<file path="src/shared/rsn_defs.svh">
// Purpose: offsets, field positions, reset values and timing figures of the notify block
// Assumes: 8-bit registers on the 2-wire slave port, 250 MHz core clock
// Notes: times are kept in their own unit; cycle counts are derived in the design
`ifndef RSN_DEFS_SVH
`define RSN_DEFS_SVH
`define RSN_CLK_PERIOD_NS 4
`define RSN_NS_PER_MS 1000000
`define RSN_SCL_KHZ 64
`define RSN_SLAVE_ADDR 7'h0A
`define RSN_APP_ADDR 7'h0B
`define RSN_OFS_MODE_DIS 8'h00
`define RSN_OFS_IRQ_MASK 8'h2F
`define RSN_OFS_IRQ_FACTOR 8'h30
`define RSN_OFS_CONV_STATUS 8'h33
`define RSN_OFS_LOWBAT 8'h34
`define RSN_OFS_UNLOCK 8'h40
`define RSN_PROTECTED_TOP 8'h0F
`define RSN_BIT_UVLO_OK 4
`define RSN_BIT_STARTUP 5
`define RSN_BIT_OVERVOLT 6
`define RSN_BIT_OVERCUR 7
`define RSN_BIT_LB_PULSE 2
`define RSN_RST_MODE_DIS 1'h0
`define RSN_RST_MASK 4'hF
`define RSN_RST_PULSE 1'h0
`define RSN_RST_UNLOCK 1'h0
`define RSN_DLY_DC_OC_MS 8
`define RSN_DLY_BAT_UV_MS 32
`define RSN_DLY_DIS_OC_MS 4
`define RSN_DLY_TJ_MS 256
`define RSN_DLY_LOWBAT_MS 256
`define RSN_LB_H_PERIOD_MS 2560
`define RSN_LB_H_LOW_MS 256
`define RSN_LB_L_PERIOD_MS 1280
`define RSN_LB_L_LOW_MS 128
`endif

</file>
<file path="src/shared/rsn_pkg.sv">
// Purpose: types shared by the notify block and its bench
// Assumes: constants live in rsn_defs.svh
// Notes: sense flags are raw comparator levels from the analog front end
`default_nettype none
package rsn_pkg;
	typedef struct packed {
		logic lowbat_l;
		logic lowbat_h;
		logic tj_hot;
		logic dis_short;
		logic dis_oc;
		logic bat_uv;
		logic reg_ilim;
		logic dc_oc;
		logic fb_ov;
		logic fb_startup;
		logic vcc_ok;
	} rsn_sense_t;
	typedef struct packed {
		logic write;
		logic [7:0] addr;
		logic [7:0] data;
	} rsn_wpt_req_t;
	typedef enum logic [2:0] {SL_IDLE, SL_ADDR, SL_PTR, SL_WR, SL_RD} rsn_slave_t;
	typedef enum logic [1:0] {M_IDLE, M_START, M_BYTE, M_STOP} rsn_master_t;
endpackage
`default_nettype wire

</file>
<file path="src/rsn_top.sv">
// Purpose: converter status, protection response, low-battery, charge/irq, mode pins, 2-wire port
// Assumes: single clock; all pin and comparator inputs are asynchronous
// Notes: open-drain pins drive low while their oe_n is low
// Functional notes
// - converter runs only while the enable pin is high.
// - status bit 4 of 0x33 shows undervoltage released (1) or stopped (0).
// - status bit 5 of 0x33 shows output feedback start-up complete.
// - overvoltage stops switching and sets status bit 6 of 0x33.
// - overcurrent status bit 7 of 0x33 sets after 8 ms persistence.
// - qualify discharge undervoltage 32 ms, discharge overcurrent 4 ms, overtemperature 256 ms.
// - protection opens discharge switch, suspends outputs; overtemperature also suspends charging.
// - battery protection, overtemperature or undervoltage stop the converter regardless of enable.
// - suspend releases mode, charge/irq, low-battery and both bus pins.
// - level mode: low-battery pin low while either level detected.
// - pulse mode, higher level: 256 ms low in every 2560 ms.
// - pulse mode, lower level: 128 ms low in every 1280 ms.
// - bits 1:0 of 0x34 hold both low-battery detection results.
// - thresholds follow converter level; detection qualified for 256 ms.
// - role pin low: unmasked event pulls charge/irq low; host reads factors.
// - role pin high: charge/irq low only during pre, trickle or fast charge.
// - factor bits 0 and 1 set on message and charge change, clear on read.
// - factor bits 2 and 3 follow the 8 ms qualified overcurrent and the live current limit.
// - mask bits 3:0 of 0x2F block sources; all set means charge-status behaviour.
// - mode pin low in charge mode; bit 0 of 0x00 forces it released.
// - role pin picks slave at address 0001010 or master at 64 kHz.
// - slave writes to 0x00..0x0F ignored unless bit 0 of 0x40 set.
// - as master, forward wireless register requests as 2-wire transactions.
`default_nettype none
`include "rsn_defs.svh"
module rsn_top #(
	parameter int TICK_CYCLES = `RSN_NS_PER_MS / `RSN_CLK_PERIOD_NS,
	parameter logic [6:0] APP_ADDR = `RSN_APP_ADDR
) (
	input wire logic i_clk,
	input wire logic i_reset_n,
	input wire logic i_converter_enable_pin,
	input wire logic i_voltage_select_lo_pin,
	input wire logic i_voltage_select_hi_pin,
	input wire logic i_bus_role_select_pin,
	input wire rsn_pkg::rsn_sense_t i_sense,
	input wire logic i_charge_active,
	input wire logic i_charge_mode,
	input wire logic i_charge_state_change,
	input wire logic i_wpt_msg_rx,
	input wire logic i_wpt_req_valid,
	input wire rsn_pkg::rsn_wpt_req_t i_wpt_req,
	output logic o_wpt_req_ready,
	output logic o_wpt_rsp_valid,
	output logic [7:0] o_wpt_rsp_data,
	output logic o_wpt_rsp_nack,
	input wire logic i_scl,
	output logic o_scl,
	output logic o_scl_oe_n,
	input wire logic i_sda,
	output logic o_sda,
	output logic o_sda_oe_n,
	output logic o_converter_run,
	output logic o_converter_switch_en,
	output logic o_discharge_switch_on,
	output logic o_charge_suspend,
	output logic o_lowbat_range_3v0,
	output logic o_mode_pin,
	output logic o_mode_pin_oe_n,
	output logic o_charge_or_irq_pin,
	output logic o_charge_or_irq_pin_oe_n,
	output logic o_low_battery_pin,
	output logic o_low_battery_pin_oe_n
);
	localparam int QUARTER = `RSN_NS_PER_MS / (`RSN_SCL_KHZ * 4 * `RSN_CLK_PERIOD_NS);
	localparam int Q_DCOC = 0;
	localparam int Q_BATUV = 1;
	localparam int Q_DISOC = 2;
	localparam int Q_TJ = 3;
	localparam int Q_LBH = 4;
	localparam int Q_LBL = 5;

	function automatic logic [8:0] qdelay(input int idx);
		case (idx)
			Q_DCOC: qdelay = 9'(`RSN_DLY_DC_OC_MS);
			Q_BATUV: qdelay = 9'(`RSN_DLY_BAT_UV_MS);
			Q_DISOC: qdelay = 9'(`RSN_DLY_DIS_OC_MS);
			Q_TJ: qdelay = 9'(`RSN_DLY_TJ_MS);
			default: qdelay = 9'(`RSN_DLY_LOWBAT_MS);
		endcase
	endfunction

	function automatic logic [7:0] mst_byte(input logic [1:0] idx, input rsn_pkg::rsn_wpt_req_t r);
		case (idx)
			2'h0: mst_byte = {APP_ADDR, 1'h0};
			2'h1: mst_byte = r.addr;
			2'h2: mst_byte = r.write ? r.data : {APP_ADDR, 1'h1};
			default: mst_byte = 8'hFF;
		endcase
	endfunction

	// every pin and comparator level passes two flops; only the second stage is read
	logic [16:0] meta;
	logic [16:0] sync;
	always_ff @(posedge i_clk) begin
		if (!i_reset_n) begin
			meta <= 17'h1_8000;
			sync <= 17'h1_8000;
		end else begin
			meta <= {i_sda, i_scl, i_bus_role_select_pin, i_voltage_select_hi_pin,
				i_voltage_select_lo_pin, i_converter_enable_pin, i_sense};
			sync <= meta;
		end
	end
	rsn_pkg::rsn_sense_t sn;
	logic en_s;
	logic [1:0] vsel;
	logic role_s;
	logic scl_s;
	logic sda_s;
	assign sn = sync[10:0];
	assign en_s = sync[11];
	assign vsel = sync[13:12];
	assign role_s = sync[14];
	assign scl_s = sync[15];
	assign sda_s = sync[16];

	logic [31:0] tick_cnt;
	logic tick;
	always_ff @(posedge i_clk) begin
		if (!i_reset_n || tick_cnt == 32'(TICK_CYCLES - 1)) begin
			tick_cnt <= 32'h0;
		end else begin
			tick_cnt <= tick_cnt + 32'h1;
		end
		tick <= i_reset_n && tick_cnt == 32'(TICK_CYCLES - 1);
	end

	// delay qualifiers count whole ms ticks; any dropout restarts the count
	logic [5:0] raw;
	logic [5:0] qual;
	logic [8:0] qcnt [6];
	assign raw = {sn.lowbat_l, sn.lowbat_h, sn.tj_hot, sn.dis_oc, sn.bat_uv, sn.dc_oc};
	always_ff @(posedge i_clk) begin
		for (int i = 0; i < 6; i++) begin
			if (!i_reset_n || !raw[i]) begin
				qcnt[i] <= 9'h0;
			end else if (tick && qcnt[i] < qdelay(i)) begin
				qcnt[i] <= qcnt[i] + 9'h1;
			end
			qual[i] <= i_reset_n && raw[i] && qcnt[i] == qdelay(i);
		end
	end

	logic prot;
	assign prot = qual[Q_BATUV] | qual[Q_DISOC] | sn.dis_short | qual[Q_TJ];

	always_ff @(posedge i_clk) begin
		if (!i_reset_n) begin
			o_converter_run <= 1'h0;
			o_converter_switch_en <= 1'h0;
			o_discharge_switch_on <= 1'h0;
			o_charge_suspend <= 1'h0;
			o_lowbat_range_3v0 <= 1'h0;
		end else begin
			o_converter_run <= en_s && sn.vcc_ok && !prot;
			o_converter_switch_en <= en_s && sn.vcc_ok && !prot && !sn.fb_ov;
			o_discharge_switch_on <= !prot;
			o_charge_suspend <= qual[Q_TJ];
			o_lowbat_range_3v0 <= vsel == 2'h3;
		end
	end

	// registers
	logic mode_dis;
	logic [3:0] mask;
	logic [1:0] fac;
	logic pulse_sel;
	logic unlock;
	logic wr_stb;
	logic [7:0] wr_addr;
	logic [7:0] wr_data;
	logic rd_clr;
	logic wr_ok;
	logic [3:0] fvec;
	assign wr_ok = wr_stb && (wr_addr > `RSN_PROTECTED_TOP || unlock);
	assign fvec = {sn.reg_ilim, qual[Q_DCOC], fac};
	always_ff @(posedge i_clk) begin
		if (!i_reset_n) begin
			mode_dis <= `RSN_RST_MODE_DIS;
			mask <= `RSN_RST_MASK;
			pulse_sel <= `RSN_RST_PULSE;
			unlock <= `RSN_RST_UNLOCK;
		end else if (wr_ok) begin
			case (wr_addr)
				`RSN_OFS_MODE_DIS: mode_dis <= wr_data[0];
				`RSN_OFS_IRQ_MASK: mask <= wr_data[3:0];
				`RSN_OFS_LOWBAT: pulse_sel <= wr_data[`RSN_BIT_LB_PULSE];
				`RSN_OFS_UNLOCK: unlock <= wr_data[0];
				default: ;
			endcase
		end
	end
	// a new event in the clearing cycle survives the read-clear
	always_ff @(posedge i_clk) begin
		if (!i_reset_n) begin
			fac <= 2'h0;
		end else begin
			fac <= (fac & {2{!rd_clr}}) | {i_charge_state_change, i_wpt_msg_rx};
		end
	end

	logic [7:0] rd_data;
	logic [7:0] sl_ptr;
	always_comb begin
		rd_data = 8'h00;
		case (sl_ptr)
			`RSN_OFS_MODE_DIS: rd_data = {7'h00, mode_dis};
			`RSN_OFS_IRQ_MASK: rd_data = {4'h0, mask};
			`RSN_OFS_IRQ_FACTOR: rd_data = {4'h0, fvec};
			`RSN_OFS_CONV_STATUS: rd_data = {qual[Q_DCOC], sn.fb_ov, sn.fb_startup, sn.vcc_ok,
				4'h0};
			`RSN_OFS_LOWBAT: rd_data = {5'h00, pulse_sel, qual[Q_LBL], qual[Q_LBH]};
			`RSN_OFS_UNLOCK: rd_data = {7'h00, unlock};
			default: rd_data = 8'h00;
		endcase
	end

	// low-battery pin; the lower level wins since it implies the higher one
	logic [11:0] pcnt;
	logic lb_any;
	logic lb_low;
	logic [11:0] lb_period;
	logic [11:0] lb_width;
	assign lb_any = qual[Q_LBH] | qual[Q_LBL];
	assign lb_period = qual[Q_LBL] ? 12'(`RSN_LB_L_PERIOD_MS) : 12'(`RSN_LB_H_PERIOD_MS);
	assign lb_width = qual[Q_LBL] ? 12'(`RSN_LB_L_LOW_MS) : 12'(`RSN_LB_H_LOW_MS);
	assign lb_low = pulse_sel ? (lb_any && pcnt < lb_width) : lb_any;
	always_ff @(posedge i_clk) begin
		if (!i_reset_n || !lb_any || !pulse_sel) begin
			pcnt <= 12'h0;
		end else if (tick) begin
			pcnt <= (pcnt >= lb_period - 12'h1) ? 12'h0 : pcnt + 12'h1;
		end
	end

	logic chg_style;
	logic irq_pend;
	logic sl_sda_low;
	logic mst_sda_low;
	assign chg_style = role_s || (&mask);
	assign irq_pend = |(fvec & ~mask);
	always_ff @(posedge i_clk) begin
		if (!i_reset_n) begin
			o_mode_pin_oe_n <= 1'h1;
			o_charge_or_irq_pin_oe_n <= 1'h1;
			o_low_battery_pin_oe_n <= 1'h1;
			o_sda_oe_n <= 1'h1;
		end else begin
			o_mode_pin_oe_n <= !(i_charge_mode && !mode_dis && !prot);
			o_charge_or_irq_pin_oe_n <= !((chg_style ? i_charge_active : irq_pend) && !prot);
			o_low_battery_pin_oe_n <= !(lb_low && !prot);
			o_sda_oe_n <= !(sl_sda_low || mst_sda_low);
		end
	end
	assign o_mode_pin = 1'h0;
	assign o_charge_or_irq_pin = 1'h0;
	assign o_low_battery_pin = 1'h0;
	assign o_scl = 1'h0;
	assign o_sda = 1'h0;

	// 2-wire slave on sampled lines; never stretches the clock
	rsn_pkg::rsn_slave_t sl_state;
	logic scl_d;
	logic sda_d;
	logic sl_ack;
	logic sl_rw;
	logic [3:0] sl_cnt;
	logic [7:0] sl_sh;
	logic [7:0] sl_rsh;
	logic scl_rise;
	logic scl_fall;
	assign scl_rise = scl_s && !scl_d;
	assign scl_fall = !scl_s && scl_d;
	always_ff @(posedge i_clk) begin
		scl_d <= scl_s;
		sda_d <= sda_s;
		wr_stb <= 1'h0;
		rd_clr <= 1'h0;
		if (!i_reset_n || role_s || prot) begin
			sl_state <= rsn_pkg::SL_IDLE;
			sl_sda_low <= 1'h0;
			sl_ack <= 1'h0;
			sl_cnt <= 4'h0;
			sl_ptr <= 8'h00;
			sl_rw <= 1'h0;
			sl_sh <= 8'h00;
			sl_rsh <= 8'h00;
			wr_addr <= 8'h00;
			wr_data <= 8'h00;
		end else if (scl_s && scl_d && sda_d && !sda_s) begin
			sl_state <= rsn_pkg::SL_ADDR;
			sl_cnt <= 4'h0;
			sl_ack <= 1'h0;
			sl_sda_low <= 1'h0;
		end else if (scl_s && scl_d && !sda_d && sda_s) begin
			sl_state <= rsn_pkg::SL_IDLE;
			sl_sda_low <= 1'h0;
		end else if (scl_rise && sl_state != rsn_pkg::SL_IDLE) begin
			if (!sl_ack) begin
				sl_sh <= {sl_sh[6:0], sda_s};
				sl_cnt <= sl_cnt + 4'h1;
			end else if (sl_state == rsn_pkg::SL_RD && sda_s) begin
				sl_state <= rsn_pkg::SL_IDLE;
			end
		end else if (scl_fall && sl_state != rsn_pkg::SL_IDLE) begin
			if (!sl_ack && sl_cnt == 4'h8) begin
				sl_ack <= 1'h1;
				sl_cnt <= 4'h0;
				case (sl_state)
					rsn_pkg::SL_ADDR: begin
						if (sl_sh[7:1] == `RSN_SLAVE_ADDR) begin
							sl_sda_low <= 1'h1;
							sl_rw <= sl_sh[0];
						end else begin
							sl_state <= rsn_pkg::SL_IDLE;
						end
					end
					rsn_pkg::SL_PTR: begin
						sl_ptr <= sl_sh;
						sl_sda_low <= 1'h1;
					end
					rsn_pkg::SL_WR: begin
						wr_stb <= 1'h1;
						wr_addr <= sl_ptr;
						wr_data <= sl_sh;
						sl_ptr <= sl_ptr + 8'h1;
						sl_sda_low <= 1'h1;
					end
					rsn_pkg::SL_RD: begin
						sl_sda_low <= 1'h0;
						sl_ptr <= sl_ptr + 8'h1;
					end
					default: sl_state <= rsn_pkg::SL_IDLE;
				endcase
			end else if (sl_ack) begin
				sl_ack <= 1'h0;
				if ((sl_state == rsn_pkg::SL_ADDR && sl_rw) || sl_state == rsn_pkg::SL_RD) begin
					sl_state <= rsn_pkg::SL_RD;
					sl_sda_low <= !rd_data[7];
					sl_rsh <= {rd_data[6:0], 1'h0};
					sl_cnt <= 4'h0;
					rd_clr <= sl_ptr == `RSN_OFS_IRQ_FACTOR;
				end else begin
					sl_sda_low <= 1'h0;
					sl_state <= (sl_state == rsn_pkg::SL_ADDR) ? rsn_pkg::SL_PTR : rsn_pkg::SL_WR;
				end
			end else if (sl_state == rsn_pkg::SL_RD) begin
				sl_sda_low <= !sl_rsh[7];
				sl_rsh <= {sl_rsh[6:0], 1'h0};
			end
		end
	end

	// 2-wire master: each bit is four quarter periods of the 64 kHz clock
	rsn_pkg::rsn_master_t m_state;
	rsn_pkg::rsn_wpt_req_t m_req;
	logic [11:0] m_div;
	logic m_q;
	logic [1:0] m_ph;
	logic [3:0] m_bit;
	logic [1:0] m_idx;
	logic [7:0] m_sh;
	logic m_last;
	assign m_q = m_div == 12'(QUARTER - 1);
	assign m_last = m_req.write ? (m_idx == 2'h2) : (m_idx == 2'h3);
	always_ff @(posedge i_clk) begin
		o_wpt_rsp_valid <= 1'h0;
		o_wpt_req_ready <= 1'h0;
		if (!i_reset_n || !role_s || prot) begin
			m_state <= rsn_pkg::M_IDLE;
			m_div <= 12'h0;
			m_ph <= 2'h0;
			m_bit <= 4'h0;
			m_idx <= 2'h0;
			m_sh <= 8'h00;
			m_req <= '0;
			mst_sda_low <= 1'h0;
			o_scl_oe_n <= 1'h1;
			o_wpt_rsp_data <= 8'h00;
			o_wpt_rsp_nack <= 1'h0;
		end else begin
			m_div <= m_q ? 12'h0 : m_div + 12'h1;
			case (m_state)
				rsn_pkg::M_IDLE: begin
					if (i_wpt_req_valid && o_wpt_req_ready) begin
						m_req <= i_wpt_req;
						m_state <= rsn_pkg::M_START;
						m_idx <= 2'h0;
						m_ph <= 2'h0;
						o_wpt_rsp_nack <= 1'h0;
					end else begin
						o_wpt_req_ready <= 1'h1;
					end
				end
				rsn_pkg::M_START: if (m_q) begin
					m_ph <= m_ph + 2'h1;
					case (m_ph)
						2'h0: mst_sda_low <= 1'h0;
						2'h1: o_scl_oe_n <= 1'h1;
						2'h2: mst_sda_low <= 1'h1;
						default: begin
							o_scl_oe_n <= 1'h0;
							m_state <= rsn_pkg::M_BYTE;
							m_bit <= 4'h0;
							m_sh <= mst_byte(m_idx, m_req);
						end
					endcase
				end
				rsn_pkg::M_BYTE: if (m_q) begin
					m_ph <= m_ph + 2'h1;
					case (m_ph)
						2'h0: begin
							o_scl_oe_n <= 1'h0;
							mst_sda_low <= (m_bit < 4'h8) ? !m_sh[7] : 1'h0;
						end
						2'h1: ;
						2'h2: o_scl_oe_n <= 1'h1;
						default: begin
							o_scl_oe_n <= 1'h0;
							m_bit <= m_bit + 4'h1;
							if (m_bit < 4'h8) begin
								m_sh <= {m_sh[6:0], sda_s};
							end else begin
								if (m_idx != 2'h3) begin
									o_wpt_rsp_nack <= o_wpt_rsp_nack | sda_s;
								end else begin
									o_wpt_rsp_data <= m_sh;
								end
								m_bit <= 4'h0;
								m_idx <= m_idx + 2'h1;
								m_sh <= mst_byte(m_idx + 2'h1, m_req);
								if (m_last) begin
									m_state <= rsn_pkg::M_STOP;
								end else if (!m_req.write && m_idx == 2'h1) begin
									m_state <= rsn_pkg::M_START;
								end
							end
						end
					endcase
				end
				rsn_pkg::M_STOP: if (m_q) begin
					m_ph <= m_ph + 2'h1;
					case (m_ph)
						2'h0: mst_sda_low <= 1'h1;
						2'h1: o_scl_oe_n <= 1'h1;
						2'h2: mst_sda_low <= 1'h0;
						default: begin
							m_state <= rsn_pkg::M_IDLE;
							o_wpt_rsp_valid <= 1'h1;
						end
					endcase
				end
				default: m_state <= rsn_pkg::M_IDLE;
			endcase
		end
	end
endmodule
`default_nettype wire

</file>
<file path="config.mk">
export PLATFORM = sky130hd
export DESIGN_NAME = rsn_top
export DESIGN_NICKNAME = d
export VERILOG_FILES = /design/src/shared/rsn_pkg.sv /design/src/rsn_top.sv
export VERILOG_INCLUDE_DIRS = /design/src /design/src/shared
export SDC_FILE = /design/constraint.sdc
export NUM_CORES = 1
export LEC_CHECK = 0
export BUFFER_PORTS_ARGS = -buffer_cell sky130_fd_sc_hd__buf_2
export CORE_MARGIN = 2
export CORE_UTILIZATION = 60
export DETAILED_ROUTE_END_ITERATION = 10
export HOLD_SLACK_MARGIN = 0.15
export PLACE_DENSITY = 0.79
export SYNTH_ARGS = -nofsm -noshare
export SYNTH_HDL_FRONTEND = slang
export SYNTH_SLANG_ARGS = --single-unit
</file>
<file path="constraint.sdc">
create_clock -name i_clk -period 2.96 [get_ports i_clk]
set_input_delay 0.444 -clock i_clk [delete_from_list [all_inputs] [get_ports i_clk]]
set_output_delay 0.444 -clock i_clk [all_outputs]
set_load 0.005 [all_outputs]
</file>
==> out/metrics.csv, run 1 <==
stage;metric;value;unit
outcome;outcome;finished clean;
yosys;largest cells by area after synthesis;dfxtp_1 36%, edfxtp_1 14%, nor2_1 5.0%;
worst_setup_path;Required @ worst endpoint;3430;ps
cts;CTS tree;yes;
cts;Bufs on Longest Clock Path;3;
sta;Slew Viols, Final;0;
cts;Clk pin slew, worst setup/hold paths;60;ps
die;Die ar.;0.0210;sq mm
power_and_ir_drop;total power;7.80;mW
die;row cnt;51;
sta;RSZ-0062 raised after global routing;false;
final_layout;fraction of layout cells with a size suffix above 1;0.101;
global_routing;gr ovfl total;0;
cts;root buffer cell;clkbuf_16;
sta;Period minus WS final;2330;ps
place;GP Congestion;0.911;
yosys;Post-synth EDFFs;54;
route;drt drc;0;
yosys;Post-Synthesis Cells;1308;
yosys;post-synthesis sequential area ratio;0.491;
cts;CTS-repair resized insts;0;
yosys;share of the synthesized area in the top cell type;0.355;
worst_setup_path;startpoint types;register;
final_layout;Layout area overhead;16.2;%
global_routing;vias in the first global route;9033;
power_and_ir_drop;maximum vdd drop;0.568;mV
worst_setup_path;largest fanout on the critical path;10;
route;metal2 WL;12200;um
cts;H-tree level count;1;
sta;Fin Setup TNS;0;ps
die;Die Y;145;um
die;starting density of the core;0.612;
sta;Rel. slew slack;0.353;
final_layout;commonest non-fill, non-tap cell in the layout;dfxtp_1;
power_and_ir_drop;Power Dens Cells;562;mW/mm^2
min_path;Worst Hold Class;primary input to register;
global_routing;GRT Total Usage;0.240;
yosys;post-synthesis async set-or-reset flop share;0;
yosys;top_reg_cell synth;dfxtp_1;
yosys;number of distinct standard cells referenced by the synthesized netlist;73;
yosys;dominant cell type by area after synthesis;dfxtp_1;
sta;clock skew;8.01;ps
sta;final hold violations;0;
die;core area;0.0195;sq mm
worst_setup_path;critical path capture point type;register;
sta;fin crit share;0.786;
final_layout;Fillers;1496;
route;Initial DRC Count;936;
yosys;Mapped Area;0.0119;sq mm
final_layout;fin nets;1474;
route;WL met1;11600;um
cts;insertion delay to the later sink of the worst-skew pair;540;ps
global_routing;initial antenna violation count;0;
route;Top Metal Used;met4;
flow_run;max-cap violations;0;
final_layout;diode count;0;
global_routing;pin count of the biggest net entering global routing;56;
route;Vias;9614;
sta;minimum hold slack;169;ps
place;DPL Wire Length;17100;um
power_and_ir_drop;Pleak;5.10;nW
sta;Slew @ Worst Pin;967;ps
sta;fmax;0.430;GHz
final_layout;most frequent cells in the layout;212 x dfxtp_1, 160 x nor2_1, 131 x nand2_1;
route;WL per Instance;15.2;um
yosys;number of synthesized register bits;266;
route;DR vias/cell;5.70;
yosys;post-synthesis average cell area;9.13;sq um
route;DR WL met3;1280;um
route;Final ANT Viol Nets;0;
route;Initial DRT Pass Iterations;7;
cts;TritonCTS buffer count;28;
worst_setup_path;kind of critical path;register to register;
sta;final setup fails;0;
global_routing;global-route wire length before repair;43000;um
die;Top Ports;67;
cts;# clock sinks;266;
worst_setup_path;Worst EP arrival;2790;ps
yosys;synth warn;0;
place;Port Buffers;61;
cts;Setup Buffers After CTS;0;
route;Routed Wire Length;25700;um
die;Die W;145;um
metal layers:
metal	vias to the layer above	track usage
li1	4771	-
met3	52	0.0343
met5	-	0
met4	0	0.0730
met2	262	0.399
met1	4529	0.328
flip-flops by register name (all words and copies together), names as in the netlist, 7 cells and up:
signal,cells
m_div,12
m_req,17
m_sh,8
meta,17
o_wpt_rsp_data,8
pcnt,12
qcnt,54
sl_ptr,8
sl_rsh,7
sl_sh,8
sync,17
tick_cnt,32
wr_addr,8
cell families after synthesis:
| kind of cell | after synthesis | synth area share |
|---|---|---|
| and+or+nand+nor | 582 | 0.244 |
| DFF | 266 | 0.491 |
| AOI/OAI and AO/OA | 206 | 0.111 |
| buffers and inverters | 118 | 0.0398 |
| xor gates and xnor gates | 65 | 0.0477 |
| muxes | 37 | 0.0312 |
| adders and majority gates | 33 | 0.0346 |
| other | 1 | 0.000314 |
power breakdown:
part           total (mW)  switching [mW]  internal [mW]  leakage (nW)
sequential           3.79          0.0386           3.75          2.34
combinational       0.214           0.115         0.0985          2.25
clock                3.80            1.42           2.37         0.509
total                7.80            1.58           6.22          5.10
critical path, cell delays in order (launching register included):
cell and delay [ps]:
dfxtp_1 410, and4_1 290, nand4_1 350, or4_1 640
or4_1 410, a21oi_1 140
per-stage QoR:
stage          utilization  worst slack (ps)  instances  area, sq um
3_5_place_dp         0.640               647       1601        12500
5_1_grt              0.711               538       1687        13900
6_report             0.711               634       1687        13900
2_1_floorplan            -               654       1326        12000
4_1_cts              0.711               657       1687        13900
3_3_place_gp         0.640               703       1601        12500
Yosys cell counts (4+ instances only):
master    instances
nand3b_1          6
nor2_1          160
edfxtp_1         54
nor3b_1           5
a22oi_1           5
xor2_1           29
nand3_1          66
or2_2             4
a221o_1           5
nor4b_1           4
o211ai_1          6
or4_1             9
inv_1            50
nor3_1           28
and2_1           43
a221oi_1          7
or3_1            15
nand4_1          16
xnor2_1          36
nand2b_1         16
o21ai_0          37
a21o_1            5
and3_1           20
and4_1           11
a21oi_1          83
clkbuf_1         54
a211oi_1         10
nand2_1         131
ha_1             33
a311oi_1          7
o211a_1           4
dfxtp_1         212
nand4b_1          5
buf_2             5
mux2i_1          35
nor2b_1           8
buf_4             5
nor4_1           24
worst paths after layout:
path	start	endpoint	slack, ps	cells past startpoint
worst max register to register	tick_cnt[6]	tick_cnt[30]	630	5
worst max-delay path	tick_cnt[6]	tick_cnt[30]	630	5
worst min register to register	sync[15]	scl_d	420	0
worst min-delay path	i_wpt_req[8]	m_req[8]	170	3
what timing repair did:
action	4_1_cts	5_1_grt
hold buffers	34	0
setup endpoints to repair	0	0
endpoints found under the hold margin	34	0
area by class of cell:
cell class | count | area (sq um) | area share
Sequential cell | 266 | 5870 | 0.423
Multi-Input combinational cell | 942 | 5690 | 0.410
Clock buffer | 40 | 860 | 0.0619
Timing Repair Buffer | 112 | 773 | 0.0557
Tap cell | 265 | 332 | 0.0239
Inverter | 50 | 188 | 0.0135
Clock inverter | 12 | 170 | 0.0123
No activity file was read; power rests on OpenSTA's default activity.
==> run 2, diff against run 1 <==
Settings changed: ABC_AREA set to 1, CORE_UTILIZATION 60 to 55, PLACE_DENSITY 0.79 to 0.76.
Clock period 2.96 ns to 1.9 ns, I/O delays scaled along.
==> run 2 against run 1 <==
Net effect: area after synthesis increased by 5.4%; highest routed layer unchanged; critical path type unchanged; design area increased by 6.3%; combinational power increased by 78%.
==> out/metrics.csv, run 2 <==
stage;metric;value;unit;change
sta;Slew Viols, Final;0;;unchanged
final_layout;Biggest register;qcnt;;
final_layout;fraction of layout cells with a size suffix above 1;0.110;;+0.00870
yosys;most common cell in the netlist;nand2_1;;
min_path;Worst Hold Class;register to register;;
yosys;Mapped Area;0.0126;sq mm;+5.4%
route;WL per Instance;13.2;um;-14%
final_layout;Finished Layout Cells;2122;;+26%
sta;RSZ-0062 raised after global routing;false;;
yosys;top_reg_cell synth;dfxtp_1;;
final_layout;max reg flops;54;;unchanged
sta;Slew @ Worst Pin;601;ps;-366 ps
place;DPL Wire Length;20100;um;+18%
die;starting density of the core;0.558;;-0.0538
final_layout;fin nets;1888;;+28%
worst_setup_path;crit-path cells;inv_1, ha_1, nand2_1, nor2_4, nand2_1, nor2_2, nand2_2, inv_2, nand2_1, nand2_1, a21oi_1;;
route;drt drc;0;;unchanged
worst_setup_path;CP max stage delay;340;ps;-300 ps
final_layout;Fillers;1909;;+28%
sta;final setup fails;0;;unchanged
cts;insertion delay to the later sink of the worst-skew pair;550;ps;about the same
final_layout;most frequent cells in the layout;342 x nand2_1, 238 x inv_1, 210 x nor2_1, 210 x dfxtp_1, 136 x a21oi_1;;
yosys;post-synthesis async set-or-reset flop share;0;;unchanged
route;Initial DRC Count;797;;-15%
yosys;Post-Synthesis Cells;1672;;+28%
route;Final ANT Viol Nets;0;;unchanged
place;GP Congestion;0.942;;+3.4%
global_routing;initial antenna violation count;1;;+1
power_and_ir_drop;Pleak;6.06;nW;+19%
die;core area;0.0226;sq mm;+16%
sta;Period minus WS final;1730;ps;-592 ps
sta;fmax;0.577;GHz;+34%
yosys;share of the synthesized area in the top cell type;0.337;;-0.0183
worst_setup_path;startpoint types;register;;
final_layout;diode count;0;;unchanged
power_and_ir_drop;Power Dens Cells;795;mW/mm^2;+41%
die;Top Ports;67;;unchanged
route;Routed Wire Length;27900;um;+8.8%
die;Die W;155;um;+7.0%
cts;Bufs on Longest Clock Path;3;;unchanged
worst_setup_path;Required @ worst endpoint;2310;ps;-1120 ps
sta;clock skew;15.3;ps;+7.29 ps
die;row cnt;55;;+7.8%
die;Die ar.;0.0241;sq mm;+15%
worst_setup_path;Worst path most repeated cell;nand2_1;;
sta;Fin Setup TNS;0;ps;unchanged
yosys;number of synthesized register bits;266;;unchanged
cts;root buffer cell;clkbuf_16;;
global_routing;vias in the first global route;10311;;+14%
global_routing;pin count of the biggest net entering global routing;28;;-50%
die;Die Y;155;um;+7.0%
worst_setup_path;Bufs and invs on worst path;2;;+2
yosys;number of distinct standard cells referenced by the synthesized netlist;50;;-32%
yosys;Post-synth EDFFs;54;;unchanged
yosys;synth warn;0;;unchanged
worst_setup_path;Worst EP arrival;2140;ps;-650 ps
worst_setup_path;CP top delay family;simple AND/OR/NAND/NOR gates;;
sta;Rel. slew slack;0.596;;+0.243
cts;# clock sinks;266;;unchanged
place;Inst Count DP;2027;;+27%
yosys;post-synthesis average cell area;7.53;sq um;-18%
worst_setup_path;largest fanout on the critical path;9;;-1
place;Port Buffers;61;;unchanged
global_routing;gr ovfl total;0;;unchanged
cts;TritonCTS buffer count;29;;+3.6%
worst_setup_path;kind of critical path;register to register;;
yosys;synth cell count leaders;346 x nand2_1, 239 x inv_1, 212 x dfxtp_1, 212 x nor2_1, 136 x a21oi_1;;
cts;H-tree level count;1;;unchanged
power_and_ir_drop;maximum vdd drop;0.636;mV;+12%
global_routing;global-route wire length before repair;47100;um;+9.6%
cts;Setup Buffers After CTS;0;;unchanged
route;Vias;10937;;+14%
flow_run;max-cap violations;0;;unchanged
cts;Clk pin slew, worst setup/hold paths;60;ps;about the same
outcome;outcome;finished clean;;
sta;fin crit share;0.913;;+0.127
sta;final hold violations;0;;unchanged
route;DR vias/cell;5.15;;-9.6%
global_routing;GRT Total Usage;0.232;;-0.00795
worst_setup_path;Worst path slowest cell;dfxtp_1;;
final_layout;commonest non-fill, non-tap cell in the layout;nand2_1;;
worst_setup_path;critical path capture point type;register;;
route;Initial DRT Pass Iterations;7;;unchanged
yosys;largest cells by area after synthesis;dfxtp_1 34%, edfxtp_1 13%, nand2_1 10%;;
final_layout;Layout area overhead;17.1;%;
final_layout;Largest regs;qcnt (54), tick_cnt (32);;
yosys;dominant cell type by area after synthesis;dfxtp_1;;
yosys;post-synthesis sequential area ratio;0.466;;-0.0253
cts;CTS tree;yes;;
==> run 2: cell types whose count changed in the layout (fill, tap and decap cells not counted), moves of 16 or more <==
cell	previous run	this run
xnor2_1	36	10
nand3_1	66	86
mux2i_1	35	0
a21oi_1	83	136
nor3_1	27	53
and3_1	20	1
and2_1	43	0
nor2_1	160	210
nand2b_1	16	0
inv_1	50	238
nand2_1	131	342
o21ai_0	37	86
==> run 2: power breakdown <==
| group | internal (mW) | total [mW] | switching (mW) |
|---|---|---|---|
| Clock | 3.20 | 5.44 | 2.24 |
| Combinational | 0.175 | 0.381 | 0.206 |
| Sequential | 5.84 | 5.90 | 0.0548 |
==> run 2: logic make-up after synthesis <==
family / after synthesis / share of synthesized area
AO/OA/AOI/OAI: 270 / 0.117
buffers and inverters: 289 / 0.0919
other: 1 / 0.000298
XOR/XNOR: 25 / 0.0174
flip-flops: 266 / 0.466
AND/OR/NAND/NOR: 788 / 0.275
adder cells (fa/ha/maj): 33 / 0.0328
==> run 2: path summary, 6_finish.rpt <==
kind,from,to,slack (ps),depth (start not counted)
setup reg to reg,sl_cnt[0],sl_ptr[4],170,11
hold reg to reg,sync[15],scl_d,390,0
setup / recovery,sl_cnt[0],sl_ptr[4],170,11
hold / removal,sync[15],scl_d,390,0
==> run 2: layout make-up <==
class	count	area, sq um	share of cell area
Clock inverter	14	133	0.00899
Sequential cell	266	5870	0.398
Clock buffer	40	797	0.0540
Tap cell	285	357	0.0242
Inverter	248	931	0.0631
Timing Repair Buffer	134	988	0.0670
Multi-Input combinational cell	1135	5680	0.385
==> run 2: metal layers <==
metal	routed length, um	vias up	GRT usage	part of all wire
li1	-	5688	-	-
met1	12800	4945	0.308	0.46
met2	13300	255	0.402	0.48
met3	1340	49	0.0309	0.048
met4	524	0	0.0629	0.019
met5	0	-	0	0
==> run 2: metrics by stage <==
step	instance area, sq um	total power [mW]	setup WS [ps]	hold slack [ps]	utilization
after floorplan	12700	6.20	75.3	370	-
after global placement	13400	6.32	109	394	0.592
after detailed placement	13400	6.33	73.7	398	0.592
after CTS	14700	11.9	57.7	399	0.651
after global routing	14700	12.2	2.92	409	0.653
final	14700	11.7	166	391	0.653
==> run 2: repair_timing <==
item | 4_1_cts | 5_1_grt
hold endpoints to repair | 41 | 0
hold buffers | 41 | 0
setup endpoints to repair | 0 | 22
gates resized for setup | 0 | 17
